**src/inc/upft_cfg.svh**
```systemverilog
// constants for the upstream port failover trigger
`ifndef UPFT_CFG_SVH
`define UPFT_CFG_SVH
// ----------------------------------------
// register offsets
// ----------------------------------------
`define UPFT_OFS_CTRL 8'h00
`define UPFT_OFS_STAT 8'h04
`define UPFT_OFS_WDOG 8'h08
// ----------------------------------------
// control fields
// ----------------------------------------
`define UPFT_CTL_MSEL 0
`define UPFT_CTL_SIGNAL_FAILOVER_ENABLE 1
`define UPFT_CTL_TIMER_FAILOVER_ENABLE 2
`define UPFT_CTL_ILDDIS 3
`define UPFT_CTL_ELDDIS 4
`define UPFT_CTL_FRDIS 5
`define UPFT_CTL_IHPDIS 6
`define UPFT_CTL_EHPDIS 7
// ----------------------------------------
// status fields
// ----------------------------------------
`define UPFT_STS_MODE 0
`define UPFT_STS_INIT 1
`define UPFT_STS_DONE 2
`define UPFT_STS_BUSY 3
// ----------------------------------------
// reset values and timing
// ----------------------------------------
`define UPFT_CTRL_RST 8'h00
`define UPFT_WDOG_RST 32'h0000_0000
`define UPFT_CLK_MHZ 100
`define UPFT_TICK_US 1
`define UPFT_TICK_CYC (`UPFT_CLK_MHZ * `UPFT_TICK_US)
`endif

```
**src/inc/upft_pkg.sv**
```systemverilog
// types for the upstream port failover trigger
package upft_pkg;
	typedef enum logic [1:0] {
		UPFT_SRC_SW,
		UPFT_SRC_SIG,
		UPFT_SRC_WDT
	} upft_src_t;
	typedef enum logic [1:0] {
		UPFT_IDLE,
		UPFT_DOWN,
		UPFT_SWAP,
		UPFT_TRAIN
	} upft_state_t;
	typedef struct packed {
		logic [7:0] addr;
		logic [31:0] wdata;
		logic wr;
		logic rd;
	} upft_bus_t;
	typedef struct packed {
		logic a_linkdown;
		logic c_linkdown;
		logic a_hotrst_ts;
		logic c_hotrst_ts;
	} upft_evt_t;
endpackage

```
**src/hdl/upft_top.sv**
```systemverilog
// upstream port failover trigger: request arbitration, swap sequence, reset gating
`timescale 1ns/1ns
`default_nettype none
`include "upft_cfg.svh"
module upft_top import upft_pkg::*; #(
	parameter int WDOG_W = 32,
	parameter int DOWN_CYC = 4,
	parameter int SWAP_CYC = 4
) (
	input wire logic REF_CLK_I,
	input wire logic ARST_N_I,
	input wire upft_pkg::upft_bus_t BUS_I,
	output logic [31:0] RDATA_O,
	input wire logic GPIO5_I,
	input wire logic HOT_RESET_I,
	input wire upft_pkg::upft_evt_t EVT_I,
	input wire logic TRAIN_DONE_I,
	output logic PORTS_DETECT_O,
	output logic LANES_SWAPPED_O,
	output logic PORTS_TRAIN_O,
	output logic INT_DOMAIN_RST_O,
	output logic EXT_DOMAIN_RST_O
);
	import upft_pkg::*;

	// ----------------------------------------
	// parameter limits
	// ----------------------------------------
	// step counter is eight bits and the watchdog read path is 32 bits
	initial begin
		if (WDOG_W < 32) begin
			$error("upft_top: WDOG_W below 32 is not supported");
		end
		if (DOWN_CYC < 1 || DOWN_CYC > 255) begin
			$error("upft_top: DOWN_CYC out of range");
		end
		if (SWAP_CYC < 1 || SWAP_CYC > 255) begin
			$error("upft_top: SWAP_CYC out of range");
		end
	end

	// ----------------------------------------
	// register bus decode
	// ----------------------------------------
	function automatic logic hit(input logic [7:0] a, input logic [7:0] ofs);
		return a == ofs;
	endfunction

	// unmapped offsets read as zero and ignore writes
	wire sel_ctrl = hit(BUS_I.addr, `UPFT_OFS_CTRL);
	wire sel_stat = hit(BUS_I.addr, `UPFT_OFS_STAT);
	wire sel_wdog = hit(BUS_I.addr, `UPFT_OFS_WDOG);
	wire wr_ctrl = BUS_I.wr && sel_ctrl;
	wire wr_stat = BUS_I.wr && sel_stat;
	wire wr_wdog = BUS_I.wr && sel_wdog;

	// status word layout
	function automatic logic [31:0] status_word(input logic m, input logic i, input logic d,
		input logic b);
		logic [31:0] w;
		w = 32'h0000_0000;
		w[`UPFT_STS_MODE] = m;
		w[`UPFT_STS_INIT] = i;
		w[`UPFT_STS_DONE] = d;
		w[`UPFT_STS_BUSY] = b;
		return w;
	endfunction

	logic [7:0] ctrl_q;
	logic [WDOG_W-1:0] wdog_q;
	logic mode_q;
	logic init_q;
	logic done_q;
	logic pin_q;
	logic [6:0] tick_q;
	upft_state_t st_q;
	logic [7:0] step_q;
	logic tgt_q;
	upft_src_t src_q;
	logic [2:0] pend_q;
	logic pend_sw_tgt_q;
	logic fo_window_q;

	wire busy = st_q != UPFT_IDLE;

	// ----------------------------------------
	// control field taps
	// ----------------------------------------
	// disable bits act at once; software orders its own writes
	wire cfg_msel = ctrl_q[`UPFT_CTL_MSEL];
	wire cfg_sig_en = ctrl_q[`UPFT_CTL_SIGNAL_FAILOVER_ENABLE];
	wire cfg_tim_en = ctrl_q[`UPFT_CTL_TIMER_FAILOVER_ENABLE];
	wire ld_dis_int = ctrl_q[`UPFT_CTL_ILDDIS];
	wire ld_dis_ext = ctrl_q[`UPFT_CTL_ELDDIS];
	wire fo_rst_dis = ctrl_q[`UPFT_CTL_FRDIS];
	wire hp_dis_int = ctrl_q[`UPFT_CTL_IHPDIS];
	wire hp_dis_ext = ctrl_q[`UPFT_CTL_EHPDIS];

	// ----------------------------------------
	// request sources
	// ----------------------------------------
	wire msel_new = BUS_I.wdata[`UPFT_CTL_MSEL];
	wire req_sw = wr_ctrl && (msel_new != cfg_msel);
	// pin taken straight from the pad regardless of pin function
	// limitation: a pin that moves again mid-swap is seen only afterwards
	wire req_sig = cfg_sig_en && (pin_q != mode_q);
	// prescaler runs free, so the first tick after a load may come early
	wire tick = tick_q == 7'(`UPFT_TICK_CYC - 1);
	wire wdog_dec = tick && (wdog_q != '0) && !wr_wdog;
	wire req_wdt = cfg_tim_en && wdog_dec && (wdog_q == WDOG_W'(1));

	// ----------------------------------------
	// request arbitration
	// ----------------------------------------
	// level-style signal request stays asserted until the mode matches
	wire [2:0] req_vec = {req_wdt, req_sig, req_sw};
	// pending of the running type is dropped, others kept
	wire [2:0] run_mask = busy ? (3'b001 << src_q) : 3'b000;
	wire [2:0] pend_d_raw = (pend_q | req_vec) & ~run_mask;
	wire start = !busy && (pend_q != 3'b000);
	wire [1:0] pick = pend_q[0] ? 2'd0 : (pend_q[1] ? 2'd1 : 2'd2);
	// watchdog flips the reported mode; signal follows the pin
	wire pick_tgt = pick == 2'd0 ? pend_sw_tgt_q : (pick == 2'd1 ? pin_q : !mode_q);

	// ----------------------------------------
	// registers
	// ----------------------------------------
	always_ff @(posedge REF_CLK_I or negedge ARST_N_I) begin
		if (!ARST_N_I) begin
			ctrl_q <= `UPFT_CTRL_RST;
			pin_q <= 1'b0;
			pend_sw_tgt_q <= 1'b0;
		end else begin
			pin_q <= GPIO5_I;
			if (wr_ctrl) begin
				ctrl_q <= BUS_I.wdata[7:0];
			end
			if (req_sw) begin
				pend_sw_tgt_q <= msel_new;
			end
		end
	end

	// ----------------------------------------
	// watchdog
	// ----------------------------------------
	// watchdog sees only the fundamental reset
	always_ff @(posedge REF_CLK_I or negedge ARST_N_I) begin
		if (!ARST_N_I) begin
			wdog_q <= WDOG_W'(`UPFT_WDOG_RST);
			tick_q <= '0;
		end else begin
			tick_q <= tick ? 7'd0 : tick_q + 7'd1;
			if (wr_wdog) begin
				wdog_q <= WDOG_W'(BUS_I.wdata);
			end else if (wdog_dec) begin
				wdog_q <= wdog_q - WDOG_W'(1);
			end
		end
	end

	// ----------------------------------------
	// failover sequence
	// ----------------------------------------
	wire seq_done = st_q == UPFT_TRAIN && TRAIN_DONE_I;
	// done flag rides the same edge as the return to idle
	wire down_last = step_q == 8'(DOWN_CYC - 1);
	wire swap_last = step_q == 8'(SWAP_CYC - 1);
	always_ff @(posedge REF_CLK_I or negedge ARST_N_I) begin
		if (!ARST_N_I) begin
			st_q <= UPFT_IDLE;
			step_q <= '0;
			tgt_q <= 1'b0;
			src_q <= UPFT_SRC_SW;
			pend_q <= '0;
			mode_q <= 1'b0;
		end else begin
			// hot reset does not touch the sequence
			pend_q <= start ? (pend_d_raw & ~(3'b001 << pick)) : pend_d_raw;
			case (st_q)
				UPFT_IDLE: begin
					if (start) begin
						st_q <= UPFT_DOWN;
						tgt_q <= pick_tgt;
						src_q <= upft_src_t'(pick);
						step_q <= '0;
					end
				end
				UPFT_DOWN: begin
					step_q <= step_q + 8'd1;
					if (down_last) begin
						st_q <= UPFT_SWAP;
						step_q <= '0;
						mode_q <= tgt_q;
					end
				end
				UPFT_SWAP: begin
					step_q <= step_q + 8'd1;
					if (swap_last) begin
						st_q <= UPFT_TRAIN;
					end
				end
				UPFT_TRAIN: begin
					if (TRAIN_DONE_I) begin
						st_q <= UPFT_IDLE;
					end
				end
				default: begin
					st_q <= UPFT_IDLE;
				end
			endcase
		end
	end

	// ----------------------------------------
	// status flags
	// ----------------------------------------
	// sticky flags, set beats a software clear
	always_ff @(posedge REF_CLK_I or negedge ARST_N_I) begin
		if (!ARST_N_I) begin
			init_q <= 1'b0;
			done_q <= 1'b0;
		end else begin
			init_q <= start || (init_q && !(wr_stat && BUS_I.wdata[`UPFT_STS_INIT]));
			done_q <= seq_done || (done_q && !(wr_stat && BUS_I.wdata[`UPFT_STS_DONE]));
		end
	end

	// ----------------------------------------
	// domain reset gating
	// ----------------------------------------
	// link-downs during a swap are blamed on the failover, not the link
	always_ff @(posedge REF_CLK_I or negedge ARST_N_I) begin
		if (!ARST_N_I) begin
			fo_window_q <= 1'b0;
		end else begin
			fo_window_q <= busy || start;
		end
	end

	wire fo_mask = fo_window_q && fo_rst_dis;
	wire a_ld = EVT_I.a_linkdown && !ld_dis_int && !fo_mask;
	wire c_ld = EVT_I.c_linkdown && !ld_dis_ext && !fo_mask;
	wire a_hr = EVT_I.a_hotrst_ts && !hp_dis_int;
	wire c_hr = EVT_I.c_hotrst_ts && !hp_dis_ext;
	// port A feeds both domains, since the external side hangs below it
	wire int_rst_d = a_ld || a_hr;
	wire ext_rst_d = a_ld || a_hr || c_ld || c_hr;

	// ----------------------------------------
	// read path and outputs
	// ----------------------------------------
	wire [31:0] rd_mux =
		sel_ctrl ? {24'h00_0000, ctrl_q} :
		sel_stat ? status_word(mode_q, init_q, done_q, busy) :
		sel_wdog ? wdog_q[31:0] : 32'h0000_0000;
	// port state outputs are one flop behind the sequencer
	wire detect_d = st_q == UPFT_DOWN;
	wire train_d = st_q == UPFT_TRAIN;
	// an outside hot reset is passed on whatever the disable bits say

	always_ff @(posedge REF_CLK_I or negedge ARST_N_I) begin
		if (!ARST_N_I) begin
			RDATA_O <= 32'h0000_0000;
			PORTS_DETECT_O <= 1'b0;
			LANES_SWAPPED_O <= 1'b0;
			PORTS_TRAIN_O <= 1'b0;
			INT_DOMAIN_RST_O <= 1'b0;
			EXT_DOMAIN_RST_O <= 1'b0;
		end else begin
			RDATA_O <= BUS_I.rd ? rd_mux : 32'h0000_0000;
			PORTS_DETECT_O <= detect_d;
			LANES_SWAPPED_O <= mode_q;
			PORTS_TRAIN_O <= train_d;
			INT_DOMAIN_RST_O <= int_rst_d || HOT_RESET_I;
			EXT_DOMAIN_RST_O <= ext_rst_d || HOT_RESET_I;
		end
	end
endmodule
`default_nettype wire

```
**config.mk**
```make
export PLATFORM = sky130hd
export DESIGN_NAME = upft_top
export DESIGN_NICKNAME = d
export VERILOG_FILES = /design/src/inc/upft_pkg.sv /design/src/hdl/upft_top.sv
export VERILOG_INCLUDE_DIRS = /design/src /design/src/inc
export SDC_FILE = /design/constraint.sdc
export NUM_CORES = 1
export LEC_CHECK = 0
export BUFFER_PORTS_ARGS = -buffer_cell sky130_fd_sc_hd__buf_4
export CAP_MARGIN = 20
export CORE_ASPECT_RATIO = 1.75
export CORE_MARGIN = 10
export CORE_UTILIZATION = 61
export CTS_CLUSTER_DIAMETER = 100
export CTS_CLUSTER_SIZE = 16
export DETAILED_ROUTE_END_ITERATION = 12
export GPL_ROUTABILITY_DRIVEN = 0
export PLACE_DENSITY = 0.86
export SETUP_SLACK_MARGIN = 0.3
export SYNTH_ARGS = -nofsm -noshare
export SYNTH_HDL_FRONTEND = slang
export SYNTH_SLANG_ARGS = --single-unit
```
**constraint.sdc**
```tcl
create_clock -name REF_CLK_I -period 3.4 [get_ports REF_CLK_I]
set_input_delay 0.68 -clock REF_CLK_I [delete_from_list [all_inputs] [get_ports REF_CLK_I]]
set_output_delay 0.68 -clock REF_CLK_I [all_outputs]
set_load 0.02 [all_outputs]
```
=== Word level (Yosys, flattened, before mapping) ===
Index checks and enable logic that the tools add are counted.

* Flip-flop bits (word level): 106
* Input port bits: 51
* Output and inout bits: 37
* Word-level logic and storage cells: 118

* Add/subtract/negate cells: 3
* Eq/ne operators: 15
* Shift-type cells: 2
* Multiplexer cells: 21
* Bitwise logic cells: 5
* Reduce and logical (&&, ||, !) cells: 52

{| class="wikitable"
|+ Operator list
! operator !! number
|-
| $mux W32 || 6
|-
| $eq A32 B1 Y1 const B || 1
|-
| $reduce_bool A32 Y1 || 1
|-
| $sub A32 B1 Y32 const B || 1
|-
| $pmux W8 S3 || 1
|-
| $logic_and A1 B1 Y1 || 22
|-
| $mux W8 || 2
|-
| $mux W2 || 6
|-
| $logic_not A1 Y1 || 10
|-
| $add A8 B1 Y8 const B || 1
|-
| $eq A8 B2 Y1 const B || 1
|-
| $eq A8 B3 Y1 const B || 1
|-
| $eq A8 B4 Y1 const B || 1
|-
| $logic_not A8 Y1 || 1
|-
| $logic_or A1 B1 Y1 || 8
|-
| $ne A2 B2 Y1 const B || 4
|-
| $pmux W2 S4 || 1
|-
| $add A7 B1 Y7 const B || 1
|-
| $eq A7 B7 Y1 const B || 1
|-
| $mux W7 || 1
|-
| $and A3 B3 Y3 || 2
|-
| $mux W3 || 2
|-
| $not A3 Y3 || 2
|-
| $reduce_and A2 Y1 || 3
|-
| 10 further kinds || 18
|}

=== Depth between registers and ports, before layout ===
* Depth after elaboration: 10
* Gate-level depth with buffers: 8
* Gate-level depth less buffers: 7

=== Worst setup path after synthesis ===
OpenSTA, ideal clock, no wires.

* Path kind: input port to flip-flop
* From: in BUS_I[35] in the netlist's numbering
* To: reg wdog_q[4]
* Setup time: 124 ps
* Arrival: 2,093 ps
* Slack: 1,183 ps
* Stages on the path: 7
* Path buffers: 2
* Cell sequence: nor4_1 and3_1 clkbuf_1 buf_2 nor2_1 and3_1 a211o_1

* Cells in the longest elaborated chain, start to end: 5

{| class="wikitable"
|+ RTL lines
! element !! line !! source
|-
| start, declared || upft_top.sv:12 || <nowiki>input wire upft_pkg::upft_bus_t BUS_I,</nowiki>
|-
| $eq A8 B4 Y1 (*) || upft_top.sv:46 || <nowiki>return a == ofs;</nowiki>
|-
| $logic_and A1 B1 Y1 (*) || upft_top.sv:55 || <nowiki>wire wr_wdog = BUS_I.wr && sel_wdog;</nowiki>
|-
| $logic_not A1 Y1 || upft_top.sv:109 || <nowiki>wire wdog_dec = tick && (wdog_q != '0) && !wr_wdog;</nowiki>
|-
| $logic_and A1 B1 Y1 || upft_top.sv:109 ||
|-
| $reduce_bool A2 Y1 (no line) || - ||
|-
| end signal, assigned || upft_top.sv:150 || <nowiki>wdog_q <= WDOG_W'(`UPFT_WDOG_RST);</nowiki>
|-
| end signal, assigned || upft_top.sv:155 || <nowiki>wdog_q <= WDOG_W'(BUS_I.wdata);</nowiki>
|-
| end signal, assigned || upft_top.sv:157 || <nowiki>wdog_q <= wdog_q - WDOG_W'(1);</nowiki>
|-
| end, declared || upft_top.sv:70 || <nowiki>logic [WDOG_W-1:0] wdog_q;</nowiki>
|}

Every way passes the cells marked *; elsewhere a longest branch is shown, timed or not.
A chain may end at the register's enable or synchronous reset.

=== Worst setup path in the final report ===
* From: reg wdog_q[12]
* To: reg pend_q[2]

* Cells in the longest elaborated chain, start to end: 9

{| class="wikitable"
|+ RTL lines
! element !! line !! source
|-
| $reduce_bool A32 Y1 || upft_top.sv:109 ||
|-
| $logic_and A1 B1 Y1 (2 in series) || upft_top.sv:109 ||
|-
| $logic_and A1 B1 Y1 || upft_top.sv:110 || <nowiki>wire req_wdt = cfg_tim_en && wdog_dec && (wdog_q == WDOG_W'(1));</nowiki>
|-
| $logic_and A1 B1 Y1 (*) || upft_top.sv:110 ||
|-
| $or A3 B3 Y3 (*) || upft_top.sv:119 || <nowiki>wire [2:0] pend_d_raw = (pend_q | req_vec) & ~run_mask;</nowiki>
|-
| $and A3 B3 Y3 (*) || upft_top.sv:119 ||
|-
| $and A3 B3 Y3 || upft_top.sv:179 || <nowiki>pend_q <= start ? (pend_d_raw & ~(3'b001 << pick)) : pend_d_raw;</nowiki>
|-
| $mux W3 (*) || upft_top.sv:179 ||
|-
| end signal, assigned || upft_top.sv:179 ||
|-
| end, declared || upft_top.sv:80 || <nowiki>logic [2:0] pend_q;</nowiki>
|}

Marked as above.

==> results.yml <==
outcome:
  outcome: "finished, final reports clean"
routing:
  vias: 4427
  met2RoutedLength_um: 7710
  drt_iter0_drc: 259
  routed_via_density: 6.06
  wl_met3_um: 717
  wl_met1_um: 4800
  routedWlPerCell_um: 18.6
  drc: 0
  top_layer: "met4"
  firstDrtPassIters: 5
  wirelength_um: 13600
  ant_nets: 0
synth:
  synth.cell_area_mm2: 0.00531
  yosysSeqAreaShare_pct: 50.0
  yosys_register_bits: 106
  synth_flop_cell: "dfrtp_1"
  yosysUniqueCellTypes: 68
  synth_cells: 522
  async_flop_share_pct: 100
  synth.area.top_cells: "dfrtp_1, nand2_1, nor2_1, and2_1, ha_1"
  yosys_warnings: 0
  netlist.area_leader.share_pct: 50.0
  syn_avg_cell_area_um2: 10.2
  synth_xor_area_share_pct: 2.15
  synth_mux_area_share_pct: 3.14
  yosysTopAreaCell: "dfrtp_1"
  synth-simple-area-share_pct: 24.3
  synth_nets: 582
  synth_top_family_by_area: "simple AND/OR/NAND/NOR gates"
  synth_compound_area_share_pct: 15.2
  synth_edf_count: 0
  synth_fa_ha_area_share_pct: 2.12
timing:
  hold_viol_final: 0
  worst_pin_slew_ns: 0.656
  worst_clock_skew_ns: 0.00923
  post-route-min-period_ns: 2.32
  final_max_slew_viol_count: 0
  fin_ws_ns: 1.08
  holdWs_ns: 0.363
  slew_headroom_pct: 56.3
  fmax_mhz: 432
  fin_setup_tns_ns: 0
  rsz0062_at_grt: "false"
  finalSetupViolCount: 0
  post-route-period-util_pct: 68.2
clocking:
  cts.sinks: 106
  clkLatencyLatePin_ns: 0.36
  numCtsBuffers: 9
  h-tree-depth: 3
  clk_path_buf_depth: 2
  root_buffer: "clkbuf_16"
  clk_pin_slew_ns: 0.07
  postCtsSetupBuffers: 0
  post_cts_resized: 0
  cts-hold-fix-buffers: 0
  cts_tree: "yes"
global_route:
  grt_antenna_before_repair: 0
  grt_pass1_vias: 4545
  grt_max_degree: 54
  grt_pass1_wl_um: 22200
  grt_overflow: 0
  grtUsageTotal_pct: 21.2
critical_path:
  startpoint: "wdog_q[12]"
  crit_type: "flop to flop"
  reg2reg_slack_ns: 1.08
  arrival_ns: 2.58
  crit_path_max_fanout: 13
  timing.critical_path.required_ns: 3.66
  rr_endpoint: "pend_q[2]"
  worst-r2r-cell-count: 6
  regToRegStartpoint: "wdog_q[12]"
  cp-endpoint: "pend_q[2]"
  endpoint_kind: "flop"
  cp-start-kind: "flop"
finish:
  layout_commonest_cell: "dfrtp_1"
  antenna_cells: 0
  area_growth_pct: 20.4
  fin_cells: 730
  layout_common_cells: "dfrtp_1, buf_4, nand2_1, nor2_1, and2_1"
  drive_gt1_share_pct: 23.7
  stdcell_area_mm2: 0.00639
  final_net_count: 669
floorplanning:
  dieArea_mm2: 0.0130
  placementRows: 45
  die_h_um: 143
  die_w_um: 90.5
  start_util_pct: 62.0
  fp.coreArea_mm2: 0.00856
  ios: 88
job:
  max_cap_violations: 0
place:
  post_dp_cell_area_mm2: 0.00608
  preCtsSetupSlack_ns: 0.824
  place_inst: 715
  port_buffers: 87
  post-dp-hpwl_um: 10100
power_and_ir_drop:
  power_density_mw_per_mm2: 477
  p_leak_nw: 2.87
  vdd_drop_max_mv: 0.492
hold_path:
  hp-class: "primary input to async pin"
[cell families (layout without fill, tap and decap cells)]
| kind of cell | after synthesis | count (layout) |
|---|---|---|
| AOI/OAI and AO/OA | 109 | 109 |
| xor gates and xnor gates | 13 | 13 |
| adders and majority gates | 9 | 9 |
| buffers and inverters | 35 | 126 |
| DFF | 106 | 106 |
| muxes | 16 | 16 |
| and+or+nand+nor | 234 | 234 |
[worst min-delay path by stage]
stage	cells past startpoint	from	slack (ns)	to
detailed placement	0	mode_q	0.45	LANES_SWAPPED_O
global placement	1	tick_q[0]	0.44	tick_q[0]
global route	1	ARST_N_I	0.41	RDATA_O[5]
finish	1	ARST_N_I	0.36	RDATA_O[6]
floorplan	0	ARST_N_I	0.38	EXT_DOMAIN_RST_O
CTS	1	ARST_N_I	0.38	RDATA_O[6]
[cells in the mapped netlist (all sizes together) (2+ instances only)]
library cell,count
o211ai,3
nand4b,2
nor4,9
inv,14
nor3,11
mux2i,11
o41ai,2
a31oi,15
mux2,5
a22o,8
ha,9
a21oi,16
nand3b,3
nor2b,10
buf,9
or4,5
and2,25
o21ai,27
nand4,11
or3,3
or2,3
a31o,7
nand2b,4
a2111oi,6
nor2,49
nand2,59
o31ai,5
and3,11
xnor2,9
xor2,4
a211o,6
nand3,17
a211oi,2
a21o,2
nor4b,3
dfrtp,106
nor3b,4
clkbuf,12
[critical path, cell delays in order, from the launching register on]
cell and delay, ns:
dfrtp_1 0.44, nor4_2 0.57, and3_1 0.30, buf_4 0.25, nor4b_2 0.25, a31oi_1 0.16, a311oi_1 0.26
[metal layers]
| metal | GRT usage [%] | vias up |
|---|---|---|
| li1 | - | 2045 |
| met1 | 21.8 | 2200 |
| met2 | 40.0 | 151 |
| met3 | 5.07 | 31 |
| met4 | 8.67 | 0 |
| met5 | 0 | - |
[power breakdown]
part           switching, mW  internal (mW)  total (mW)  leakage [nW]
clock                  0.455          0.642        1.10         0.153
combinational          0.304          0.210       0.513          1.42
sequential            0.0881           1.35        1.44          1.31
total                  0.847           2.20        3.05          2.87
[layout make-up]
cell class	count	area (um^2)
Multi-Input combinational cell	381	2490
Sequential cell	106	2650
Fill cell	629	2170
Clock buffer	10	229
Tap cell	117	146
Clock inverter	5	78.8
Timing Repair Buffer	97	741
Inverter	14	52.6
[metrics by stage]
step / utilization, % / power [mW]
finish: 74.6 / 3.05
floorplan: - / 1.76
detailed placement: 71.0 / 1.97
CTS: 74.6 / 3.06
global route: 74.6 / 3.18
global placement: 71.0 / 1.93
[registers in the layout (all words and copies together), names as in the netlist, 2 cells and up]
signal   count
src_q        2
tick_q       7
wdog_q      32
ctrl_q       8
st_q         2
RDATA_O     32
step_q       8
pend_q       3
No activity file was read; power rests on OpenSTA's default activity.
